## src/verilog/shc_regs.svh

```systemverilog
// Field positions and counts of the stacking header codec.
// Assumes byte-wide streams and header bits sent most significant first.
`ifndef SHC_REGS_SVH
`define SHC_REGS_SVH
`define SHC_HEADER_BYTES   4'hC
`define SHC_LAST_HDR_COUNT 4'hB
`define SHC_LEAD_BIT       79
`define SHC_FWD_HI         46
`define SHC_FWD_LO         44
`define SHC_SP_BIT         59
`define SHC_MISC_RSV_HI    78
`define SHC_MISC_RSV_LO    68
`endif
```

## src/verilog/shc_pkg.sv

```systemverilog
// Types of the stacking header codec.
// Assumes nothing of its surroundings.
package shc_pkg;
   typedef enum logic [2:0] {
      shc_fwd_local_lookup   = 3'h0,
      shc_forward_logical_port_port   = 3'h1,
      shc_forward_physical_port_port  = 3'h2,
      shc_fwd_group          = 3'h3,
      shc_fwd_global_mirror  = 3'h4,
      shc_fwd_unit_processor = 3'h5,
      shc_fwd_all_processors = 3'h6,
      shc_fwd_reserved       = 3'h7
   } shc_forward_type;
   typedef enum logic [1:0] {ins_idle, ins_head, ins_body} shc_ins_state_type;
   typedef enum logic [1:0] {par_idle, par_head, par_body, par_drop} shc_par_state_type;
endpackage : shc_pkg

```

## src/verilog/shc_codec.sv

```systemverilog
// Stacking header codec for the node processor port: inserts the 12-byte
// header into frames leaving the core and strips and checks it on entry.
// Assumes byte streams with valid/ready/last, all on the core clock.
//
// Summary of operation
// - Header is 2-byte type word plus 10-byte field payload, 12 bytes.
// - Header insertion and stripping enabled per port by an option.
// - Bit 79 set on insertion and checked on every stripped frame.
// - Misc bits hold class and service index, or aggregation code, by setting.
// - Bits 63:62, 54, 53 and 43 are always zero.
// - Two-bit drop precedence level sits in bits 61:60.
// - Bit 59 marks super-priority frames, steered to dedicated queues.
// - Bits 58:56 carry the classified internal priority.
// - Bit 55 gives ingress congestion mode: flow control or drop.
// - Bits 52:48 time to live; bit 47 set skips learning.
// - Bits 46:44 forward mode, seven codes, code 7 reserved.
// - Local lookup and global mirror carry rewrite command in 42:32.
// - Logical port: port type, unit set, logical port number.
// - Physical port: zero, unit set, physical port number.
// - Group mode carries group index in bits 41:32.
// - Unit processor: bits 42, 36 zero, unit set, 4-bit port.
// - All processors: bit 41 keep-ttl, others zero, 4-bit port.
`timescale 1ns/1ns
`include "shc_regs.svh"
module shc_codec #(
   parameter logic [15:0] STACK_TYPE_WORD = 16'hA5C3 // Arbitrary value
) (
   input  wire logic                     clock,
   input  wire logic                     rst,
   input  wire logic                     insert_enable,
   input  wire logic                     strip_enable,
   input  wire logic                     misc_service_index_enable,
   input  wire logic [2:0]               class_of_service_id,
   input  wire logic [11:0]              ingress_service_index,
   input  wire logic [3:0]               aggregation_code,
   input  wire logic [1:0]               drop_precedence_level,
   input  wire logic                     super_priority_flag,
   input  wire logic [2:0]               classified_internal_priority,
   input  wire logic                     ingress_congestion_mode,
   input  wire logic [4:0]               time_to_live,
   input  wire logic                     learning_select,
   input  wire shc_pkg::shc_forward_type forward_select,
   input  wire logic [10:0]              rewrite_command,
   input  wire logic                     destination_port_type,
   input  wire logic [4:0]               destination_unit,
   input  wire logic [4:0]               destination_port_number,
   input  wire logic [9:0]               group_index,
   input  wire logic                     ttl_keep,
   input  wire logic [31:0]              tag_source_section,
   input  wire logic [7:0]               from_core_data,
   input  wire logic                     from_core_valid,
   input  wire logic                     from_core_last,
   output logic                          from_core_ready,
   output logic [7:0]                    to_port_data,
   output logic                          to_port_valid,
   output logic                          to_port_last,
   input  wire logic                     to_port_ready,
   input  wire logic [7:0]               from_port_data,
   input  wire logic                     from_port_valid,
   input  wire logic                     from_port_last,
   output logic                          from_port_ready,
   output logic [7:0]                    to_core_data,
   output logic                          to_core_valid,
   output logic                          to_core_last,
   input  wire logic                     to_core_ready,
   output logic [79:0]                   rx_header,
   output logic                          rx_header_valid,
   output logic                          rx_super_priority,
   output logic                          rx_frame_error
);
   import shc_pkg::*;

   typedef struct packed {
      shc_ins_state_type ins_state;
      logic [3:0]        ins_count;
      logic [95:0]       ins_shift;
      shc_par_state_type par_state;
      logic [3:0]        par_count;
      logic [95:0]       par_shift;
      logic [79:0]       header;
      logic              header_valid;
      logic              super_priority;
      logic              frame_error;
      logic [1:0][8:0]   a_mem;
      logic [1:0]        a_count;
      logic              a_wr;
      logic              a_rd;
      logic [1:0][8:0]   b_mem;
      logic [1:0]        b_count;
      logic              b_wr;
      logic              b_rd;
   } shc_state_type;

   shc_state_type r;
   shc_state_type next_r;
   logic [79:0]   built;
   logic [10:0]   dest;
   logic          a_push;
   logic          a_pop;
   logic [8:0]    a_word;
   logic          b_push;
   logic          b_pop;
   logic          bad_header;
   logic [95:0]   par_next_shift;

   ////////////////////////////////////////////////////////////////////////////
   // Header assembly from the field inputs
   always_comb begin
      case (forward_select)
         shc_fwd_local_lookup, shc_fwd_global_mirror: dest = rewrite_command;
         shc_forward_logical_port_port: dest = {destination_port_type, destination_unit, destination_port_number};
         shc_forward_physical_port_port: dest = {1'b0, destination_unit, destination_port_number};
         shc_fwd_group: dest = {1'b0, group_index};
         shc_fwd_unit_processor: dest = {1'b0, destination_unit, 1'b0, destination_port_number[3:0]};
         shc_fwd_all_processors: dest = {1'b0, ttl_keep, 5'h00, destination_port_number[3:0]};
         default: dest = 11'h000;
      endcase
   end

   assign built = {1'b1,
                   misc_service_index_enable ? {class_of_service_id, ingress_service_index}
                                             : {11'h000, aggregation_code},
                   2'h0, drop_precedence_level, super_priority_flag,
                   classified_internal_priority, ingress_congestion_mode, 2'h0,
                   time_to_live, learning_select, forward_select, 1'b0, dest,
                   tag_source_section};

   ////////////////////////////////////////////////////////////////////////////
   // Buffer ports; combinational handshakes, data from flip-flops
   assign to_port_valid   = r.a_count != 2'h0;
   assign {to_port_last, to_port_data} = r.a_mem[r.a_rd];
   assign to_core_valid   = r.b_count != 2'h0;
   assign {to_core_last, to_core_data} = r.b_mem[r.b_rd];
   assign a_pop           = to_port_valid && to_port_ready;
   assign b_pop           = to_core_valid && to_core_ready;
   assign from_core_ready = (r.ins_state == ins_body) && (r.a_count != 2'h2);
   assign from_port_ready = (r.par_state == par_head) || (r.par_state == par_drop)
                            || ((r.par_state == par_body) && (r.b_count != 2'h2));
   assign rx_header         = r.header;
   assign rx_header_valid   = r.header_valid;
   assign rx_super_priority = r.super_priority;
   assign rx_frame_error    = r.frame_error;

   assign par_next_shift = {r.par_shift[87:0], from_port_data};
   assign bad_header = (par_next_shift[95:80] != STACK_TYPE_WORD)
                       || !par_next_shift[`SHC_LEAD_BIT]
                       || (par_next_shift[`SHC_FWD_HI:`SHC_FWD_LO] == shc_fwd_reserved);

   ////////////////////////////////////////////////////////////////////////////
   // Next-state logic
   always_comb begin
      next_r              = r;
      next_r.header_valid = 1'b0;
      next_r.frame_error  = 1'b0;
      a_push              = 1'b0;
      a_word              = {from_core_last, from_core_data};
      b_push              = 1'b0;

      case (r.ins_state)
         ins_idle: begin
            if (from_core_valid) begin
               if (insert_enable) begin
                  next_r.ins_shift = {STACK_TYPE_WORD, built};
                  next_r.ins_count = 4'h0;
                  next_r.ins_state = ins_head;
               end else begin
                  next_r.ins_state = ins_body;
               end
            end
         end
         ins_head: begin
            if (r.a_count != 2'h2) begin
               a_push           = 1'b1;
               a_word           = {1'b0, r.ins_shift[95:88]};
               next_r.ins_shift = {r.ins_shift[87:0], 8'h00};
               next_r.ins_count = r.ins_count + 4'h1;
               if (r.ins_count == `SHC_LAST_HDR_COUNT) begin
                  next_r.ins_state = ins_body;
               end
            end
         end
         ins_body: begin
            if (from_core_valid && from_core_ready) begin
               a_push = 1'b1;
               if (from_core_last) begin
                  next_r.ins_state = ins_idle;
               end
            end
         end
         default: next_r.ins_state = ins_idle;
      endcase

      case (r.par_state)
         par_idle: begin
            if (from_port_valid) begin
               next_r.par_count = 4'h0;
               next_r.par_state = strip_enable ? par_head : par_body;
            end
         end
         par_head: begin
            if (from_port_valid) begin
               next_r.par_shift = par_next_shift;
               next_r.par_count = r.par_count + 4'h1;
               if (from_port_last) begin
                  // Frame no longer than a header cannot be trusted
                  next_r.frame_error = 1'b1;
                  next_r.par_state   = par_idle;
               end else if (r.par_count == `SHC_LAST_HDR_COUNT) begin
                  if (bad_header) begin
                     next_r.frame_error = 1'b1;
                     next_r.par_state   = par_drop;
                  end else begin
                     next_r.header         = par_next_shift[79:0];
                     next_r.header_valid   = 1'b1;
                     next_r.super_priority = par_next_shift[`SHC_SP_BIT];
                     next_r.par_state      = par_body;
                  end
               end
            end
         end
         par_body: begin
            if (from_port_valid && from_port_ready) begin
               b_push = 1'b1;
               if (from_port_last) begin
                  next_r.par_state = par_idle;
               end
            end
         end
         par_drop: begin
            if (from_port_valid && from_port_last) begin
               next_r.par_state = par_idle;
            end
         end
         default: next_r.par_state = par_idle;
      endcase

      // Two-entry buffers: a stall downstream only backs up, never drops
      if (a_push) begin
         next_r.a_mem[r.a_wr] = a_word;
         next_r.a_wr          = ~r.a_wr;
      end
      if (a_pop) begin
         next_r.a_rd = ~r.a_rd;
      end
      next_r.a_count = r.a_count + {1'b0, a_push} - {1'b0, a_pop};
      if (b_push) begin
         next_r.b_mem[r.b_wr] = {from_port_last, from_port_data};
         next_r.b_wr          = ~r.b_wr;
      end
      if (b_pop) begin
         next_r.b_rd = ~r.b_rd;
      end
      next_r.b_count = r.b_count + {1'b0, b_push} - {1'b0, b_pop};
   end

   always_ff @(posedge clock) begin
      if (rst) begin
         r           <= '0;
         r.ins_state <= ins_idle;
         r.par_state <= par_idle;
      end else begin
         r <= next_r;
      end
   end
endmodule : shc_codec

```

## config.mk

```make
export PLATFORM = sky130hd
export DESIGN_NAME = shc_codec
export DESIGN_NICKNAME = d
export VERILOG_FILES = /design/src/verilog/shc_pkg.sv /design/src/verilog/shc_codec.sv
export VERILOG_INCLUDE_DIRS = /design/src /design/src/verilog
export SDC_FILE = /design/constraint.sdc
export NUM_CORES = 1
export LEC_CHECK = 0
export BUFFER_PORTS_ARGS = -buffer_cell sky130_fd_sc_hd__buf_2
export CAP_MARGIN = 30
export CORE_UTILIZATION = 40
export DETAILED_ROUTE_END_ITERATION = 8
export HOLD_SLACK_MARGIN = 0.08
export SYNTH_ARGS = -nofsm -noshare
export SYNTH_HDL_FRONTEND = slang
export SYNTH_SLANG_ARGS = --single-unit
```

## constraint.sdc

```tcl
create_clock -name clock -period 2 [get_ports clock]
set_input_delay 0.2 -clock clock [delete_from_list [all_inputs] [get_ports clock]]
set_output_delay 0.2 -clock clock [all_outputs]
set_load 0.02 [all_outputs]
```

# Word-level counts from Yosys, hierarchy flattened
# Cells that the tools add are included.
# totals
word_cells,144
reg_bits,331
in_bits,127
ramBits,0
mem_bits_ro,0
latchBits,0
n_memories,0
# classes
shifts,0
add_sub_neg,6
bitwise_logic,9
mux,44
eq_ne,29
div,0
magnitude_cmp,6
mul,0
n_reduce_logical,30
# op_table
cell,n
2-to-1 mux 102 bit,2
case mux 100 bit (2 select lines),1
2-to-1 mux 185 bit,1
2-to-1 mux 82 bit,2
2-to-1 mux 100 bit,1
2-to-1 mux 83 bit,1
2-to-1 mux 9 bit,8
case mux 11 bit (6 select lines),1
bitwise mux 18 bit,2
2-to-1 mux 2 bit,10
"inequality test 2 bit, second input constant",10
demux 9 bit (select 1 bit),2
"inequality test 16 bit, second input constant",1
2-to-1 mux 15 bit,1
"equality test 3 bit, second input constant",4
AND reduction 5 bit,2
logical AND 1 bit,9
NOT 1 bit,9
"adder 4 x 1 -> 4 bit, second input constant",2
"equality test 4 bit, second input constant",2
"less-than comparator 1 x 2 -> 1 bit, second input constant",4
case mux 2 bit (4 select lines),1
case mux 4 bit (2 select lines),1
nonzero test 2 bit,4
other kinds (24),43

# Longest topological paths before layout
# depth
word_depth,8
mapped_depth,12
ltp_nobuf,10

# Least setup slack after synthesis
# No wires, ideal clock.
# synth_timing
path_kind,register to register
start,reg r[330] in the netlist's numbering
end,reg r[25] in the netlist's numbering
setup_slack_ns,-0.178
synth_period_minus_slack_ns,2.178
setup_time_ns,0.128
path_stages_with_launch,13
t_arrival_ns,2.051
n_path_buf,2
cell_sequence,dfxtp_1 -> inv_1 -> ha_1 -> buf_2 -> a21oi_1 -> or3_1 -> clkbuf_1 -> ha_1 -> inv_1 -> ha_1 -> xor2_1 -> xnor2_1 -> nor2_1
# synth_via
elab_chain_len,7
# synth_lines
item,line,text
from (decl),shc_codec.sv:94,shc_state_type r;
from (signal assigned),shc_codec.sv:262,r <= next_r;
equality test 2 bit,"shc_codec.sv:136, shc_codec.sv:159",
logical AND 1 bit,shc_codec.sv:136,assign from_core_ready = (r.ins_state == ins_body) && (r.a_count != 2'h2);
logical AND 1 bit,shc_codec.sv:183,if (from_core_valid && from_core_ready) begin
2-to-1 mux 1 bit,shc_codec.sv:183,
case mux 1 bit (2 select lines) *,shc_codec.sv:159,case (r.ins_state)
adder 2 x 1 -> 2 bit *,shc_codec.sv:245,"next_r.a_count = r.a_count + {1'b0, a_push} - {1'b0, a_pop};"
subtractor 2 x 1 -> 2 bit *,shc_codec.sv:245,
# Every way passes the cells marked *; elsewhere a longest branch is shown, timed or not.
# A chain may end at the register's enable or synchronous reset.

# Final worst setup path
# Same ends and word-level chain as after synthesis.

==> impl_metrics.yaml <==
drt:
  wl_met3_um: 1940
  top_layer: "met4"
  num_vias: 11813
  drt-met1-wl_um: 16800
  antenna_left: 0
  wl_um: 35700
  routed-wl-met2_um: 16300
  first_iter_violations: 669
  routed_via_density: 5.22
  dr.pass1.iters: 5
  drcViolationCount: 0
  avgRoutedWirePerCell_um: 15.8
placement:
  numPlacedInstances: 2140
  gp_congestion: 0.784
  portBuffers: 231
  dp_hpwl_um: 23100
layout:
  area_delta_synth_final_pct: 21.8
  multi_input_area_mm2: 0.00624
  nNetsFinal: 1928
  layout-drive-gt1-share: 0.222
  layout.cells.non_filler: 2262
  layout.area.seq_mm2: 0.00645
  fill_cells: 3232
hold_path:
  worst_hold_path_type: "primary input to register"
  min_from: "tag_source_section[16]"
  holdPathStages: 3
  worst_hold_path.endpoint: "r[245]"
floorplanning:
  rows: 67
  start_util: 0.410
  die-height_um: 188
  coreArea_mm2: 0.0338
  dieArea_mm2: 0.0353
  pin_count: 232
  die_w_um: 188
power:
  p_total_mw: 18.7
  p_leak_nw: 6.57
  p_per_area_mw_per_mm2: 1110
  max-vdd-ir-drop_v: 0.000681
critical_path:
  r2r_start: "r[330]"
  rr_endpoint: "r[25]"
  reg2reg_depth: 10
  slowest_delay_ns: 0.39
  reg2reg_slack_ns: -0.03
  critPathBufInv: 3
  cp_slowest_cell: "or3_4"
  required_ns: 2.37
  path_cells: "inv_4 > ha_4 > inv_2 > or3_4 > ha_4 > inv_2 > ha_4 > xor2_2 > xnor2_1 > nor2_1"
  cp_common_cell: "ha_4"
  cp_max_fo: 3
  crit_family: "adder cells"
  cp.arrival_ns: 2.39
  crit_type: "register to register"
  cp-end-kind: "register"
  worst_setup_path_start_kind: "register"
timing:
  slew_headroom: 0.579
  max_slew.worst_pin.slew_ns: 0.631
  period_share: 1.01
  hold_violations: 0
  fmax_mhz: 494
  period_needed_ns: 2.03
  slew_violations: 0
  clock-skew-final_ns: 0.00862
  grt_setup_unrepaired: "true"
  finalSetupViolCount: 1
  setup_ws_ns: -0.0257
synthesis:
  synthTopCellsByCount: "322 x dfxtp_1, 229 x nand2_1, 217 x a21oi_1"
  avgSynthCellArea_um2: 8.53
  synth-seq-cells: 322
  synth_top_area_cell: "dfxtp_1"
  ys.warnings.count: 0
  synthFlopType: "dfxtp_1"
  synth_edf_count: 0
  syn_area_mm2: 0.0138
  synth.area.top_cells: "dfxtp_1 47%, a21oi_1 7.8%, nand2_1 6.2%"
  synthCells: 1623
  yosysSeqAreaShare: 0.466
  syn-num-nets: 1759
  async_reset_ff_frac: 0
  ys_types: 58
  post-synth-top-count-cell: "dfxtp_1"
  synth_top_area_frac: 0.466
global_route:
  antenna_found_initial: 1
  grt_max_degree: 95
  first_global_vias: 11425
  grt_usage: 0.198
  grt_pass1_wl_um: 58000
  grt-ovfl-total: 0
clock_network:
  cts_made_buffers: 36
  root_buffer: "clkbuf_16"
  cts_tree: "done"
  cts_num_sinks: 322
  htreeDepth: 2
  insertion_delay_ns: 0.50
  clock_path_buffers: 3
  clk_pin_slew_ns: 0.06
outcome:
  failed_checks: "setup timing"
  status: "finished with violations"
run:
  cap_violations: 0
## sequential cells by signal, summed over array words and instances, names as in the netlist
register         count
rx_header           80
rx_header_valid      1
r                  152
rx_frame_error       1
par_next_shift      88
## where the power goes
part	total [mW]	internal (mW)	switching, mW
logic	4.74	2.17	2.57
registers	7.86	7.30	0.558
clock network	6.11	3.63	2.48
total	18.7	13.1	5.61
## area by class of cell
type / instances / area share
Timing Repair Buffer: 356 / 0.146
Clock inverter: 6 / 0.00356
Multi-Input combinational cell: 1059 / 0.370
Tap cell: 448 / 0.0333
Antenna cell: 1 / 0.000148
Inverter: 17 / 0.00408
Clock buffer: 53 / 0.0603
Sequential cell: 322 / 0.383
## cell families (layout without fill, tap and decap cells)
group                    Yosys count  count (layout)  share of synthesized area
AND/OR/NAND/NOR                  516             516                      0.172
adder cells (fa/ha/maj)            9               9                    0.00814
AO/OA/AOI/OAI                    427             427                      0.182
other                              0               1                          0
XOR/XNOR                           9               9                    0.00570
buffers and inverters            242             432                     0.0941
flip-flops                       322             322                      0.466
multiplexers                      98              98                     0.0726
## worst max-delay path by stage
stage	startpoint	endpoint	slack, ns	cells after the start
after CTS	r[329]	r[25]	-0.03	10
after global placement	r[330]	r[25]	-0.08	10
after global routing	r[329]	r[25]	-0.11	10
after detailed placement	r[330]	r[25]	-0.09	10
after floorplan	r[329]	r[25]	-0.09	11
final	r[330]	r[25]	-0.03	10
## metal layers
metal	global-route usage	vias up
li1	-	5969
met1	0.267	5489
met2	0.322	299
met3	0.0361	56
met4	0.0541	0
met5	0	-
## cell usage in the layout (no fill, tap or decap), types with 12 or more instances in the layout
cell / Yosys / layout
buf_4: 80 / 49
mux2_2: 19 / 19
buf_12: 0 / 14
a221oi_1: 14 / 13
inv_1: 16 / 12
clkbuf_16: 0 / 38
nor2b_1: 15 / 14
a211oi_1: 72 / 71
dlygate4sd3_1: 0 / 59
dfxtp_1: 322 / 320
a21oi_1: 217 / 216
o21ai_1: 70 / 70
nor2_1: 117 / 114
nand2_1: 229 / 229
nand4_1: 81 / 81
nor3_1: 23 / 23
mux2i_1: 79 / 79
clkbuf_1: 118 / 13
buf_2: 15 / 230
nand3_1: 15 / 15
## worst reg2reg max path, cell delays in order, from the launching register on
cell	delay, ns
dfxtp_4	0.36
inv_4	0.05
ha_4	0.25
inv_2	0.03
or3_4	0.39
ha_4	0.27
inv_2	0.03
ha_4	0.15
xor2_2	0.17
xnor2_1	0.14
nor2_1	0.05
## through the flow
| step | utilization | TNS (ns) | instance area (um2) | worst slack, ns | hold slack (ns) |
|---|---|---|---|---|---|
| CTS | 0.496 | -0.0300 | 16700 | -0.0300 | 0.0803 |
| global route | 0.499 | -0.190 | 16900 | -0.106 | 0.0923 |
| global placement | 0.446 | -0.0828 | 15100 | -0.0828 | 0.439 |
| finish | 0.499 | -0.0257 | 16900 | -0.0257 | 0.0911 |
| floorplan | - | -0.0948 | 13900 | -0.0948 | 0.336 |
| detailed placement | 0.446 | -0.171 | 15100 | -0.0896 | 0.446 |
## repair_timing
item / CTS / global route
setup buffers: 0 / 2
pin swaps: 2 / 5
setup endpoints to repair: 22 / 24
hold endpoints to repair: 84 / 0
hold buffers: 59 / 0
gates resized for setup: 6 / 12
gates cloned: 0 / 1
(Power assumes the default switching activity.)
